File: src/hw/nvsc_params.svh
// Purpose: timing counts and fixed values for the nonvolatile sram host controller
// Assumes: 20 MHz system clock, 50 ns period
// Notes:   times other than the access phase are kept in their own unit, cycle counts derive from them
`ifndef NVSC_PARAMS_SVH
`define NVSC_PARAMS_SVH

`define NVSC_CLK_MHZ          20
`define NVSC_ADDR_W           13
`define NVSC_DATA_W           8
// least hardware store pulse, ns; rounds up, at least one cycle
`define NVSC_HW_PULSE_NS      15
`define NVSC_HW_PULSE_CYC     (((`NVSC_HW_PULSE_NS * `NVSC_CLK_MHZ) + 999) / 1000 < 1 ? 1 : \
                               ((`NVSC_HW_PULSE_NS * `NVSC_CLK_MHZ) + 999) / 1000)
// longest wait for busy answer, ns; rounds down
`define NVSC_BUSY_WAIT_NS     300
`define NVSC_BUSY_WAIT_CYC    ((`NVSC_BUSY_WAIT_NS * `NVSC_CLK_MHZ) / 1000)
// inhibit lift after busy release, ns
`define NVSC_INHIBIT_NS       700
`define NVSC_INHIBIT_CYC      ((`NVSC_INHIBIT_NS * `NVSC_CLK_MHZ) / 1000)
// store duration, ms; recall duration, us
`define NVSC_STORE_MS         10
`define NVSC_STORE_CYC        (`NVSC_STORE_MS * 1000 * `NVSC_CLK_MHZ)
`define NVSC_RECALL_US        550
`define NVSC_RECALL_CYC       (`NVSC_RECALL_US * `NVSC_CLK_MHZ)
// access phase length in cycles, covers the slowest grade read cycle
`define NVSC_ACC_CYC          2
`define NVSC_CNT_W            20
`define NVSC_SEQ_LEN          6

`endif

File: src/hw/nvsc_pkg.sv
// Purpose: types for the nonvolatile sram host controller
// Assumes: constants come from nvsc_params.svh
// Notes:   state codes are written out
package nvsc_pkg;
    typedef enum logic [3:0] {
        NVSC_IDLE     = 4'h0,
        NVSC_RD_SET   = 4'h1,
        NVSC_RD_HOLD  = 4'h2,
        NVSC_WR_SET   = 4'h3,
        NVSC_WR_HOLD  = 4'h4,
        NVSC_GAP      = 4'h5,
        NVSC_HS_PULSE = 4'h6,
        NVSC_HS_WAIT  = 4'h7,
        NVSC_NV_BUSY  = 4'h8,
        NVSC_RECOVER  = 4'h9
    } nvsc_state_t;

    typedef enum logic [1:0] {
        NVSC_OP_READ  = 2'h0,
        NVSC_OP_WRITE = 2'h1,
        NVSC_OP_HWST  = 2'h2,
        NVSC_OP_WAIT  = 2'h3
    } nvsc_op_t;
endpackage : nvsc_pkg

File: src/hw/nvsc_host.sv
// Purpose: host controller driving a byte-wide nonvolatile sram over its pins
// Assumes: one 20 MHz clock, device pins sampled synchronously
// Notes:   software store/recall is six reads issued by the user in order
// Operation
// RL1: reads keep write and busy lines high
// RL2: writes keep busy line high
// RL3: device floats data if write precedes select
// RL4: address changes only while deselected
// RL5: device pulls busy low on power fail
// RL6: device releases busy when nothing written
// RL7: store finishes within 10 ms
// RL8: power-up recall finishes within 550 us
// RL9: running access gets 1 us before store
// RL10: one select fall per sequence step
// RL11: six ordered reads start software store/recall
// RL12: write enable high through the six reads
// RL13: hardware store request low at least 15 ns
// RL14: device answers busy within 300 ns
// RL15: inhibit lifts within 700 ns after busy
// RL16: device ignores accesses during store or recall
`include "nvsc_params.svh"
module nvsc_host (
    input  wire logic                    sys_clk_in,
    input  wire logic                    reset_in,
    input  wire logic                    clk_en_in,
    // user side
    input  wire logic                    req_valid_in,
    input  wire nvsc_pkg::nvsc_op_t      req_op_in,
    input  wire logic [`NVSC_ADDR_W-1:0] req_addr_in,
    input  wire logic [`NVSC_DATA_W-1:0] req_wdata_in,
    output logic                         req_ready_out,
    output logic                         rsp_valid_out,
    output logic [`NVSC_DATA_W-1:0]      rsp_rdata_out,
    output logic                         nv_busy_out,
    output logic                         busy_timeout_out,
    // device pins
    output logic                         chip_en_n_out,
    output logic                         out_en_n_out,
    output logic                         wr_en_n_out,
    output logic [`NVSC_ADDR_W-1:0]      addr_out,
    input  wire logic [`NVSC_DATA_W-1:0] data_in,
    output logic [`NVSC_DATA_W-1:0]      data_out,
    output logic                         data_oe_out,
    input  wire logic                    hw_store_busy_n_in,
    output logic                         hw_store_busy_n_out,
    output logic                         hw_store_busy_oe_out
);
    nvsc_pkg::nvsc_state_t  state_reg;
    logic                   tmr_load;
    logic [`NVSC_CNT_W-1:0] tmr_value;
    logic                   tmr_done;
    logic                   busy_seen;

    localparam logic [`NVSC_CNT_W-1:0] ACC_CYC    = `NVSC_CNT_W'(`NVSC_ACC_CYC);
    localparam logic [`NVSC_CNT_W-1:0] PULSE_CYC  = `NVSC_CNT_W'(`NVSC_HW_PULSE_CYC);
    localparam logic [`NVSC_CNT_W-1:0] WAIT_CYC   = `NVSC_CNT_W'(`NVSC_BUSY_WAIT_CYC);
    localparam logic [`NVSC_CNT_W-1:0] INHIB_CYC  = `NVSC_CNT_W'(`NVSC_INHIBIT_CYC);
    localparam logic [`NVSC_CNT_W-1:0] STORE_CYC  = `NVSC_CNT_W'(`NVSC_STORE_CYC);
    localparam logic [`NVSC_CNT_W-1:0] RECALL_CYC = `NVSC_CNT_W'(`NVSC_RECALL_CYC);

    // busy line is low when the device (or anyone) pulls it
    assign busy_seen = !hw_store_busy_n_in;

    nvsc_timer u_timer (
        .sys_clk_in (sys_clk_in),
        .reset_in   (reset_in),
        .clk_en_in  (clk_en_in),
        .load_in    (tmr_load),
        .value_in   (tmr_value),
        .done_out   (tmr_done)
    );

    // timer loads follow the state the machine is about to leave
    always_comb begin
        tmr_load  = 1'b0;
        tmr_value = ACC_CYC;
        case (state_reg)
            nvsc_pkg::NVSC_IDLE: begin
                if (busy_seen) begin
                    // RL16: wait out device work
                    tmr_load  = 1'b1;
                    tmr_value = STORE_CYC;
                end else if (req_valid_in) begin
                    tmr_load = 1'b1;
                    if (req_op_in == nvsc_pkg::NVSC_OP_HWST) begin
                        tmr_value = PULSE_CYC;
                    end else if (req_op_in == nvsc_pkg::NVSC_OP_WAIT) begin
                        tmr_value = RECALL_CYC;
                    end
                end
            end
            nvsc_pkg::NVSC_RD_SET, nvsc_pkg::NVSC_WR_SET: begin
                tmr_load = 1'b1;
            end
            nvsc_pkg::NVSC_HS_PULSE: begin
                if (tmr_done) begin
                    tmr_load  = 1'b1;
                    tmr_value = WAIT_CYC;
                end
            end
            nvsc_pkg::NVSC_HS_WAIT: begin
                if (busy_seen || tmr_done) begin
                    tmr_load  = 1'b1;
                    tmr_value = STORE_CYC;
                end
            end
            nvsc_pkg::NVSC_NV_BUSY: begin
                if (!busy_seen && tmr_done) begin
                    tmr_load  = 1'b1;
                    tmr_value = INHIB_CYC;
                end
            end
            default: begin
                tmr_load = 1'b0;
            end
        endcase
    end

    // main sequencing of accesses and store handshakes
    always_ff @(posedge sys_clk_in) begin
        if (reset_in) begin
            state_reg <= nvsc_pkg::NVSC_IDLE;
        end else if (clk_en_in) begin
            case (state_reg)
                nvsc_pkg::NVSC_IDLE: begin
                    if (busy_seen) begin
                        state_reg <= nvsc_pkg::NVSC_NV_BUSY;
                    end else if (req_valid_in) begin
                        case (req_op_in)
                            nvsc_pkg::NVSC_OP_READ:  state_reg <= nvsc_pkg::NVSC_RD_SET;
                            nvsc_pkg::NVSC_OP_WRITE: state_reg <= nvsc_pkg::NVSC_WR_SET;
                            nvsc_pkg::NVSC_OP_HWST:  state_reg <= nvsc_pkg::NVSC_HS_PULSE;
                            default:                 state_reg <= nvsc_pkg::NVSC_NV_BUSY;
                        endcase
                    end
                end
                nvsc_pkg::NVSC_RD_SET:  state_reg <= nvsc_pkg::NVSC_RD_HOLD;
                nvsc_pkg::NVSC_WR_SET:  state_reg <= nvsc_pkg::NVSC_WR_HOLD;
                nvsc_pkg::NVSC_RD_HOLD, nvsc_pkg::NVSC_WR_HOLD: begin
                    if (tmr_done) begin
                        state_reg <= nvsc_pkg::NVSC_GAP;
                    end
                end
                nvsc_pkg::NVSC_GAP:     state_reg <= nvsc_pkg::NVSC_IDLE;
                nvsc_pkg::NVSC_HS_PULSE: begin
                    if (tmr_done) begin
                        state_reg <= nvsc_pkg::NVSC_HS_WAIT;
                    end
                end
                nvsc_pkg::NVSC_HS_WAIT: begin
                    if (busy_seen || tmr_done) begin
                        state_reg <= nvsc_pkg::NVSC_NV_BUSY;
                    end
                end
                nvsc_pkg::NVSC_NV_BUSY: begin
                    // RL7: store wait ends once the timer runs out and busy is released
                    if (!busy_seen && tmr_done) begin
                        state_reg <= nvsc_pkg::NVSC_RECOVER;
                    end
                end
                nvsc_pkg::NVSC_RECOVER: begin
                    // RL15: inhibit lift wait
                    if (tmr_done) begin
                        state_reg <= nvsc_pkg::NVSC_IDLE;
                    end
                end
                default: state_reg <= nvsc_pkg::NVSC_IDLE;
            endcase
        end
    end

    // pin drive: address and data move only while chip enable is high
    always_ff @(posedge sys_clk_in) begin
        if (reset_in) begin
            chip_en_n_out <= 1'b1;
            out_en_n_out  <= 1'b1;
            wr_en_n_out   <= 1'b1;
            addr_out      <= '0;
            data_out      <= '0;
            data_oe_out   <= 1'b0;
        end else if (clk_en_in) begin
            case (state_reg)
                nvsc_pkg::NVSC_IDLE: begin
                    chip_en_n_out <= 1'b1;
                    out_en_n_out  <= 1'b1;
                    wr_en_n_out   <= 1'b1;
                    data_oe_out   <= 1'b0;
                    // RL4: address set while deselected
                    if (req_valid_in && !busy_seen) begin
                        addr_out <= req_addr_in;
                        data_out <= req_wdata_in;
                    end
                end
                nvsc_pkg::NVSC_RD_SET: begin
                    // RL11 RL12: sequence steps are plain reads
                    // RL1: read with write high
                    // RL10: one select fall per read
                    chip_en_n_out <= 1'b0;
                    out_en_n_out  <= 1'b0;
                    wr_en_n_out   <= 1'b1;
                end
                nvsc_pkg::NVSC_WR_SET: begin
                    // RL2: write with busy released
                    chip_en_n_out <= 1'b0;
                    wr_en_n_out   <= 1'b0;
                    data_oe_out   <= 1'b1;
                end
                nvsc_pkg::NVSC_RD_HOLD, nvsc_pkg::NVSC_WR_HOLD: begin
                    if (tmr_done) begin
                        // write ends on write enable, select drops a cycle later
                        wr_en_n_out  <= 1'b1;
                        out_en_n_out <= 1'b1;
                    end
                end
                default: begin
                    chip_en_n_out <= 1'b1;
                    out_en_n_out  <= 1'b1;
                    wr_en_n_out   <= 1'b1;
                    data_oe_out   <= 1'b0;
                end
            endcase
        end
    end

    // read data captured at the end of the access
    always_ff @(posedge sys_clk_in) begin
        if (reset_in) begin
            rsp_valid_out <= 1'b0;
            rsp_rdata_out <= '0;
        end else if (clk_en_in) begin
            rsp_valid_out <= 1'b0;
            if (state_reg == nvsc_pkg::NVSC_RD_HOLD && tmr_done) begin
                rsp_valid_out <= 1'b1;
                rsp_rdata_out <= data_in;
            end
        end
    end

    // store request pulse and busy-answer watchdog
    always_ff @(posedge sys_clk_in) begin
        if (reset_in) begin
            hw_store_busy_n_out  <= 1'b1;
            hw_store_busy_oe_out <= 1'b0;
            busy_timeout_out     <= 1'b0;
        end else if (clk_en_in) begin
            // RL13: pulse for the least width
            hw_store_busy_oe_out <= (state_reg == nvsc_pkg::NVSC_IDLE) && !busy_seen &&
                                    req_valid_in && (req_op_in == nvsc_pkg::NVSC_OP_HWST) ||
                                    (state_reg == nvsc_pkg::NVSC_HS_PULSE) && !tmr_done;
            hw_store_busy_n_out  <= 1'b0;  // only ever drives low, released by enable
            // RL14: flag missing busy answer
            if (state_reg == nvsc_pkg::NVSC_HS_WAIT && tmr_done && !busy_seen) begin
                busy_timeout_out <= 1'b1;
            end else if (state_reg == nvsc_pkg::NVSC_IDLE && req_valid_in) begin
                busy_timeout_out <= 1'b0;
            end
        end
    end

    // ready on entry to idle from an access or recovery, or in idle with no request and busy line released
    always_ff @(posedge sys_clk_in) begin
        if (reset_in) begin
            req_ready_out <= 1'b0;
            nv_busy_out   <= 1'b0;
        end else if (clk_en_in) begin
            req_ready_out <= (state_reg == nvsc_pkg::NVSC_GAP) ||
                             (state_reg == nvsc_pkg::NVSC_IDLE && !req_valid_in && !busy_seen) ||
                             (state_reg == nvsc_pkg::NVSC_RECOVER && tmr_done);
            nv_busy_out   <= (state_reg == nvsc_pkg::NVSC_NV_BUSY) ||
                             (state_reg == nvsc_pkg::NVSC_RECOVER);
        end
    end
endmodule : nvsc_host

File: src/hw/nvsc_timer.sv
// Purpose: loadable down counter used for every wait of the controller
// Assumes: load wins over counting
// Notes:   done is high while the count is zero
`include "nvsc_params.svh"
module nvsc_timer (
    input  wire logic                   sys_clk_in,
    input  wire logic                   reset_in,
    input  wire logic                   clk_en_in,
    input  wire logic                   load_in,
    input  wire logic [`NVSC_CNT_W-1:0] value_in,
    output logic                        done_out
);
    logic [`NVSC_CNT_W-1:0] count_reg;

    // count down to zero and rest there
    always_ff @(posedge sys_clk_in) begin
        if (reset_in) begin
            count_reg <= '0;
        end else if (clk_en_in) begin
            if (load_in) begin
                count_reg <= value_in;
            end else if (count_reg != '0) begin
                count_reg <= count_reg - 1'b1;
            end
        end
    end

    assign done_out = (count_reg == '0);
endmodule : nvsc_timer

File: config.mk
export PLATFORM = sky130hd
export DESIGN_NAME = nvsc_host
export DESIGN_NICKNAME = d
export VERILOG_FILES = /design/src/hw/nvsc_pkg.sv /design/src/hw/nvsc_host.sv /design/src/hw/nvsc_timer.sv
export VERILOG_INCLUDE_DIRS = /design/src /design/src/hw
export SDC_FILE = /design/constraint.sdc
export NUM_CORES = 1
export LEC_CHECK = 0
export BUFFER_PORTS_ARGS = -buffer_cell sky130_fd_sc_hd__buf_2
export CORE_AREA = 3 3 89 91
export CTS_BUF_LIST = sky130_fd_sc_hd__clkbuf_8
export DETAILED_ROUTE_END_ITERATION = 7
export DIE_AREA = 0 0 92 94
export PLACE_DENSITY_LB_ADDON = 0.08
export SLEW_MARGIN = 5
export SYNTH_ARGS = -nofsm -noshare
export SYNTH_HDL_FRONTEND = slang
export SYNTH_SLANG_ARGS = --single-unit
File: constraint.sdc
create_clock -name sys_clk_in -period 2.81 [get_ports sys_clk_in]
set_clock_uncertainty 0.05 [all_clocks]
set_input_delay 0.281 -clock sys_clk_in [delete_from_list [all_inputs] [get_ports sys_clk_in]]
set_output_delay 0.281 -clock sys_clk_in [all_outputs]
set_load 0.005 [all_outputs]
==> impl_results.md <==
* Yosys warnings at 0
* Total of max-cap violations at 0
* Total gr overflow at 0
* Min setup slack post-route at 0.361 ns
* Netlist area before placement at 0.00332 mm2
* Vias at 3258
* Num Clock Sinks at 63
* Flip-flop and latch count after synthesis at 63
* Router iterations before antenna repair at 4
* Sequential fraction of the synthesis area at 0.380
* Worst EP required at 3.01 ns
* Syn-to-layout area delta at 20.9%
* Number of cell rows at 31
* Logic depth of the worst register-to-register path at 7
* Number of flip-flops in the largest register at 20
* Clock transition at the registers of the reported paths at 0.07 ns
* Source-to-sink clock delay at the later pin of the worst-skew pair at 0.34 ns
* Max IR drop VDD at 398 uV
* Share of async-settable or async-resettable flops after synthesis at 0
* Initial antenna violation count at 0
* Routed WL per cell at 15.4 um
* Average vias per placed instance at 5.51
* Nature of the critical path endpoint: flop
* Root Driver: sky130_fd_sc_hd__clkbuf_8
* Number of levels the H-tree was split into at 3
* Number of gates given a new drive strength after cts at 0
* Height of the die at 94 um
* Total Power at 3390 uW
* Drt total wl at 9100 um
* Transition time of the tightest slew-check pin at 0.570 ns
* Buffers on Ports at 74
* End-of-flow core utilization at 0.557
* Pwr dens at 845 mW/mm2
* Number of DRC violations after detailed routing at 0
* Final Critical Period at 2.45 ns
* Clock tree from TritonCTS: done
* Number of synthesized flops with an enable pin at 0
* Worst Setup Path Type: flop to flop
* Weighted congestion at the end of routability-driven global placement at 0.912
* Maximum clock frequency at 408 MHz
* CTS buffer count at 9
* Count of distinct cell types in the synthesized netlist at 64
* Floorplan core area at 0.00721 mm2
* Setup repair after global routing missed its margin: no
* Worst Path Buf+Inv at 1
* Global-route wire length before repair at 14900 um
* Count of antenna diodes in the layout at 0
* Number of max-slew violations in the final report at 0
* Worst Hold Margin at 0.117 ns
* Largest delay contributor family on the critical path: simple AND/OR/NAND/NOR gates
* Final layout net count at 530
* Detail Placement HPWL at 6580 um
* Full die area at 0.00865 mm2
* Maximum number of pins on one net before global-route repair at 41
* Worst R2R Start: state_reg[2]$_SDFFE_PP0P_
* Run status: finished clean
* CP max stage delay at 0.68 ns
* Worst-case clock buffer depth at 2
* Critical Path, Cell by Cell: nor2_1, a31oi_2, nor4_4, nor3_2, buf_4, a21oi_1, o32ai_1
* Slowest stage cell on the critical path: sky130_fd_sc_hd__dfxtp_1
* Antenna Nets Post-Route at 0
* Average footprint of a synthesized cell at 7.93 um2
* Setup violators final at 0
* Post-CTS setup buffers at 0
* First-iteration detailed-routing DRC count at 213
* Arrival time worst endpoint at 2.65 ns
* Initial standard-cell utilization of the core at 0.460
* Hold Path Sink: addr_out[2]$_SDFFE_PP0P_
* Aggregate global-route resource usage at 0.215
* Total nets after synthesis at 462
* Hold Path Stages at 3
* Flip-flop cell with the highest count after synthesis: sky130_fd_sc_hd__dfxtp_1
* Reg2Reg Capture Point: u_timer.count_reg[4]$_SDFFE_PP0P_
* Combined area of the multi-input logic cells at 0.00186 mm2
* Max transition margin at 0.619
* Layout cells sized above 1 at 0.242
* Flip-flop and latch area at 0.00126 mm2
* Placement-stage worst setup slack at 0.380 ns
* Critical hold path startpoint: req_addr_in[2]
* Worst-path fanout max at 19
* Worst reg2reg setup slack at 0.36 ns
* Gate Count Post-Synth at 419
* Setup tns final at 0 ns
* I/O pin cnt at 75
* Hold/Removal Path Class: input pin to flop
* Width of the die at 92 um
* Number of fillers in the final layout at 742
* Number of global-route vias before repair at 3064
* Leakage power total at 0.00174 uW
* Worst setup SP type: flop
* Hold Vio Cnt, Final at 0
* Final Cycle Share at 0.872
* Hold bufs inserted after CTS at 0
[cells in the final DEF (no fill, tap or decap), types with 3 or more instances in the layout]
| cell | count |
|---|---|
| sky130_fd_sc_hd__bufinv_16 | 3 |
| sky130_fd_sc_hd__dfxtp_1 | 63 |
| sky130_fd_sc_hd__a21o_1 | 3 |
| sky130_fd_sc_hd__nor4_4 | 4 |
| sky130_fd_sc_hd__buf_2 | 74 |
| sky130_fd_sc_hd__nand3_1 | 11 |
| sky130_fd_sc_hd__mux2i_1 | 11 |
| sky130_fd_sc_hd__ha_1 | 7 |
| sky130_fd_sc_hd__inv_1 | 18 |
| sky130_fd_sc_hd__clkbuf_8 | 9 |
| sky130_fd_sc_hd__a211o_1 | 5 |
| sky130_fd_sc_hd__o32ai_1 | 7 |
| sky130_fd_sc_hd__a21oi_1 | 43 |
| sky130_fd_sc_hd__nor3_1 | 18 |
| sky130_fd_sc_hd__or3_1 | 6 |
| sky130_fd_sc_hd__buf_4 | 12 |
| sky130_fd_sc_hd__nand2_1 | 72 |
| sky130_fd_sc_hd__and3_1 | 3 |
| sky130_fd_sc_hd__a211oi_1 | 3 |
| sky130_fd_sc_hd__nor2_1 | 32 |
| sky130_fd_sc_hd__a31oi_1 | 6 |
| sky130_fd_sc_hd__nor2b_1 | 3 |
| sky130_fd_sc_hd__nand4_1 | 5 |
| sky130_fd_sc_hd__o21ai_0 | 21 |
[routing by layer]
| layer | wire length [um] | track usage | vias up |
|---|---|---|---|
| met5 | 0 | 0 | - |
| met4 | 219 | 0.101 | 0 |
| met3 | 487 | 0.0449 | 20 |
| met2 | 4340 | 0.345 | 95 |
| met1 | 4050 | 0.277 | 1511 |
| li1 | - | - | 1632 |
[cell usage after synthesis, types with 3 or more instances]
library cell | count | area [um2]
sky130_fd_sc_hd__a211oi_1 | 3 | 22.5
sky130_fd_sc_hd__ha_1 | 7 | 87.6
sky130_fd_sc_hd__o32ai_1 | 7 | 61.3
sky130_fd_sc_hd__clkbuf_1 | 16 | 60.1
sky130_fd_sc_hd__buf_1 | 3 | 11.3
sky130_fd_sc_hd__nand2_1 | 72 | 270
sky130_fd_sc_hd__nor2_1 | 32 | 120
sky130_fd_sc_hd__a21oi_1 | 43 | 215
sky130_fd_sc_hd__inv_1 | 18 | 67.6
sky130_fd_sc_hd__nor4_4 | 4 | 85.1
sky130_fd_sc_hd__a31oi_1 | 6 | 37.5
sky130_fd_sc_hd__nor3_1 | 18 | 90.1
sky130_fd_sc_hd__nor2b_1 | 3 | 18.8
sky130_fd_sc_hd__buf_2 | 7 | 35.0
sky130_fd_sc_hd__and3_1 | 3 | 18.8
sky130_fd_sc_hd__nand3_1 | 11 | 55.1
sky130_fd_sc_hd__nand4_1 | 5 | 31.3
sky130_fd_sc_hd__a211o_1 | 5 | 43.8
sky130_fd_sc_hd__dfxtp_1 | 63 | 1260
sky130_fd_sc_hd__or3_1 | 6 | 37.5
sky130_fd_sc_hd__a21o_1 | 3 | 22.5
sky130_fd_sc_hd__o21ai_0 | 21 | 105
sky130_fd_sc_hd__mux2i_1 | 11 | 110
[power by group]
part | internal [uW] | leakage (uW) | total [uW] | switching, uW
clock | 592 | 0.000120 | 971 | 379
combinational | 505 | 0.00111 | 1270 | 769
sequential | 1000 | 0.000513 | 1150 | 147
total | 2100 | 0.00174 | 3390 | 1300
[kinds of logic (layout without fill, tap and decap cells)]
group           count (synthesis)  after routing  share of synthesized area
simple gates                  178            178                      0.279
compound gates                110            110                      0.215
flops                          63             63                      0.380
buf+inv                        48            121                     0.0614
mux                            11             11                     0.0331
fa+ha+maj                       7              7                     0.0264
xor+xnor                        2              2                    0.00527
[how the worst max path moves through the flow]
stage          cells after the start                               from                                  to  slack (ns)
5_1_grt                            7          state_reg[2]$_SDFFE_PP0P_   u_timer.count_reg[4]$_SDFFE_PP0P_        0.14
6_report                           7          state_reg[2]$_SDFFE_PP0P_   u_timer.count_reg[4]$_SDFFE_PP0P_        0.36
2_1_floorplan                      9  u_timer.count_reg[0]$_SDFFE_PP0P_  u_timer.count_reg[16]$_SDFFE_PP0P_        0.63
4_1_cts                            6          state_reg[2]$_SDFFE_PP0P_  u_timer.count_reg[16]$_SDFFE_PP0P_        0.39
3_5_place_dp                       6          state_reg[2]$_SDFFE_PP0P_  u_timer.count_reg[16]$_SDFFE_PP0P_        0.38
3_3_place_gp                       7          state_reg[2]$_SDFFE_PP0P_   u_timer.count_reg[3]$_SDFFE_PP0P_        0.41
[area by class of cell]
| class | instances | share of cell area |
|---|---|---|
| Multi-Input combinational cell | 308 | 0.462 |
| Sequential cell | 63 | 0.314 |
| Timing Repair Buffer | 86 | 0.115 |
| Clock buffer | 9 | 0.0308 |
| Tap cell | 99 | 0.0308 |
| Clock inverter | 7 | 0.0299 |
| Inverter | 19 | 0.0178 |
[per-stage QoR]
| stage | cell area [um2] | instances |
|---|---|---|
| 4_1_cts | 4020 | 591 |
| 6_report | 4020 | 591 |
| 3_3_place_gp | 3770 | 575 |
| 3_5_place_dp | 3770 | 575 |
| 5_1_grt | 4020 | 591 |
| 2_1_floorplan | 3320 | 419 |
[tightest hold or removal path, stage by stage]
cell,delay (ns)
sky130_fd_sc_hd__buf_2,0.09
sky130_fd_sc_hd__nand2_1,0.04
sky130_fd_sc_hd__a21oi_1,0.05
No activity file was read; power rests on OpenSTA's default activity.
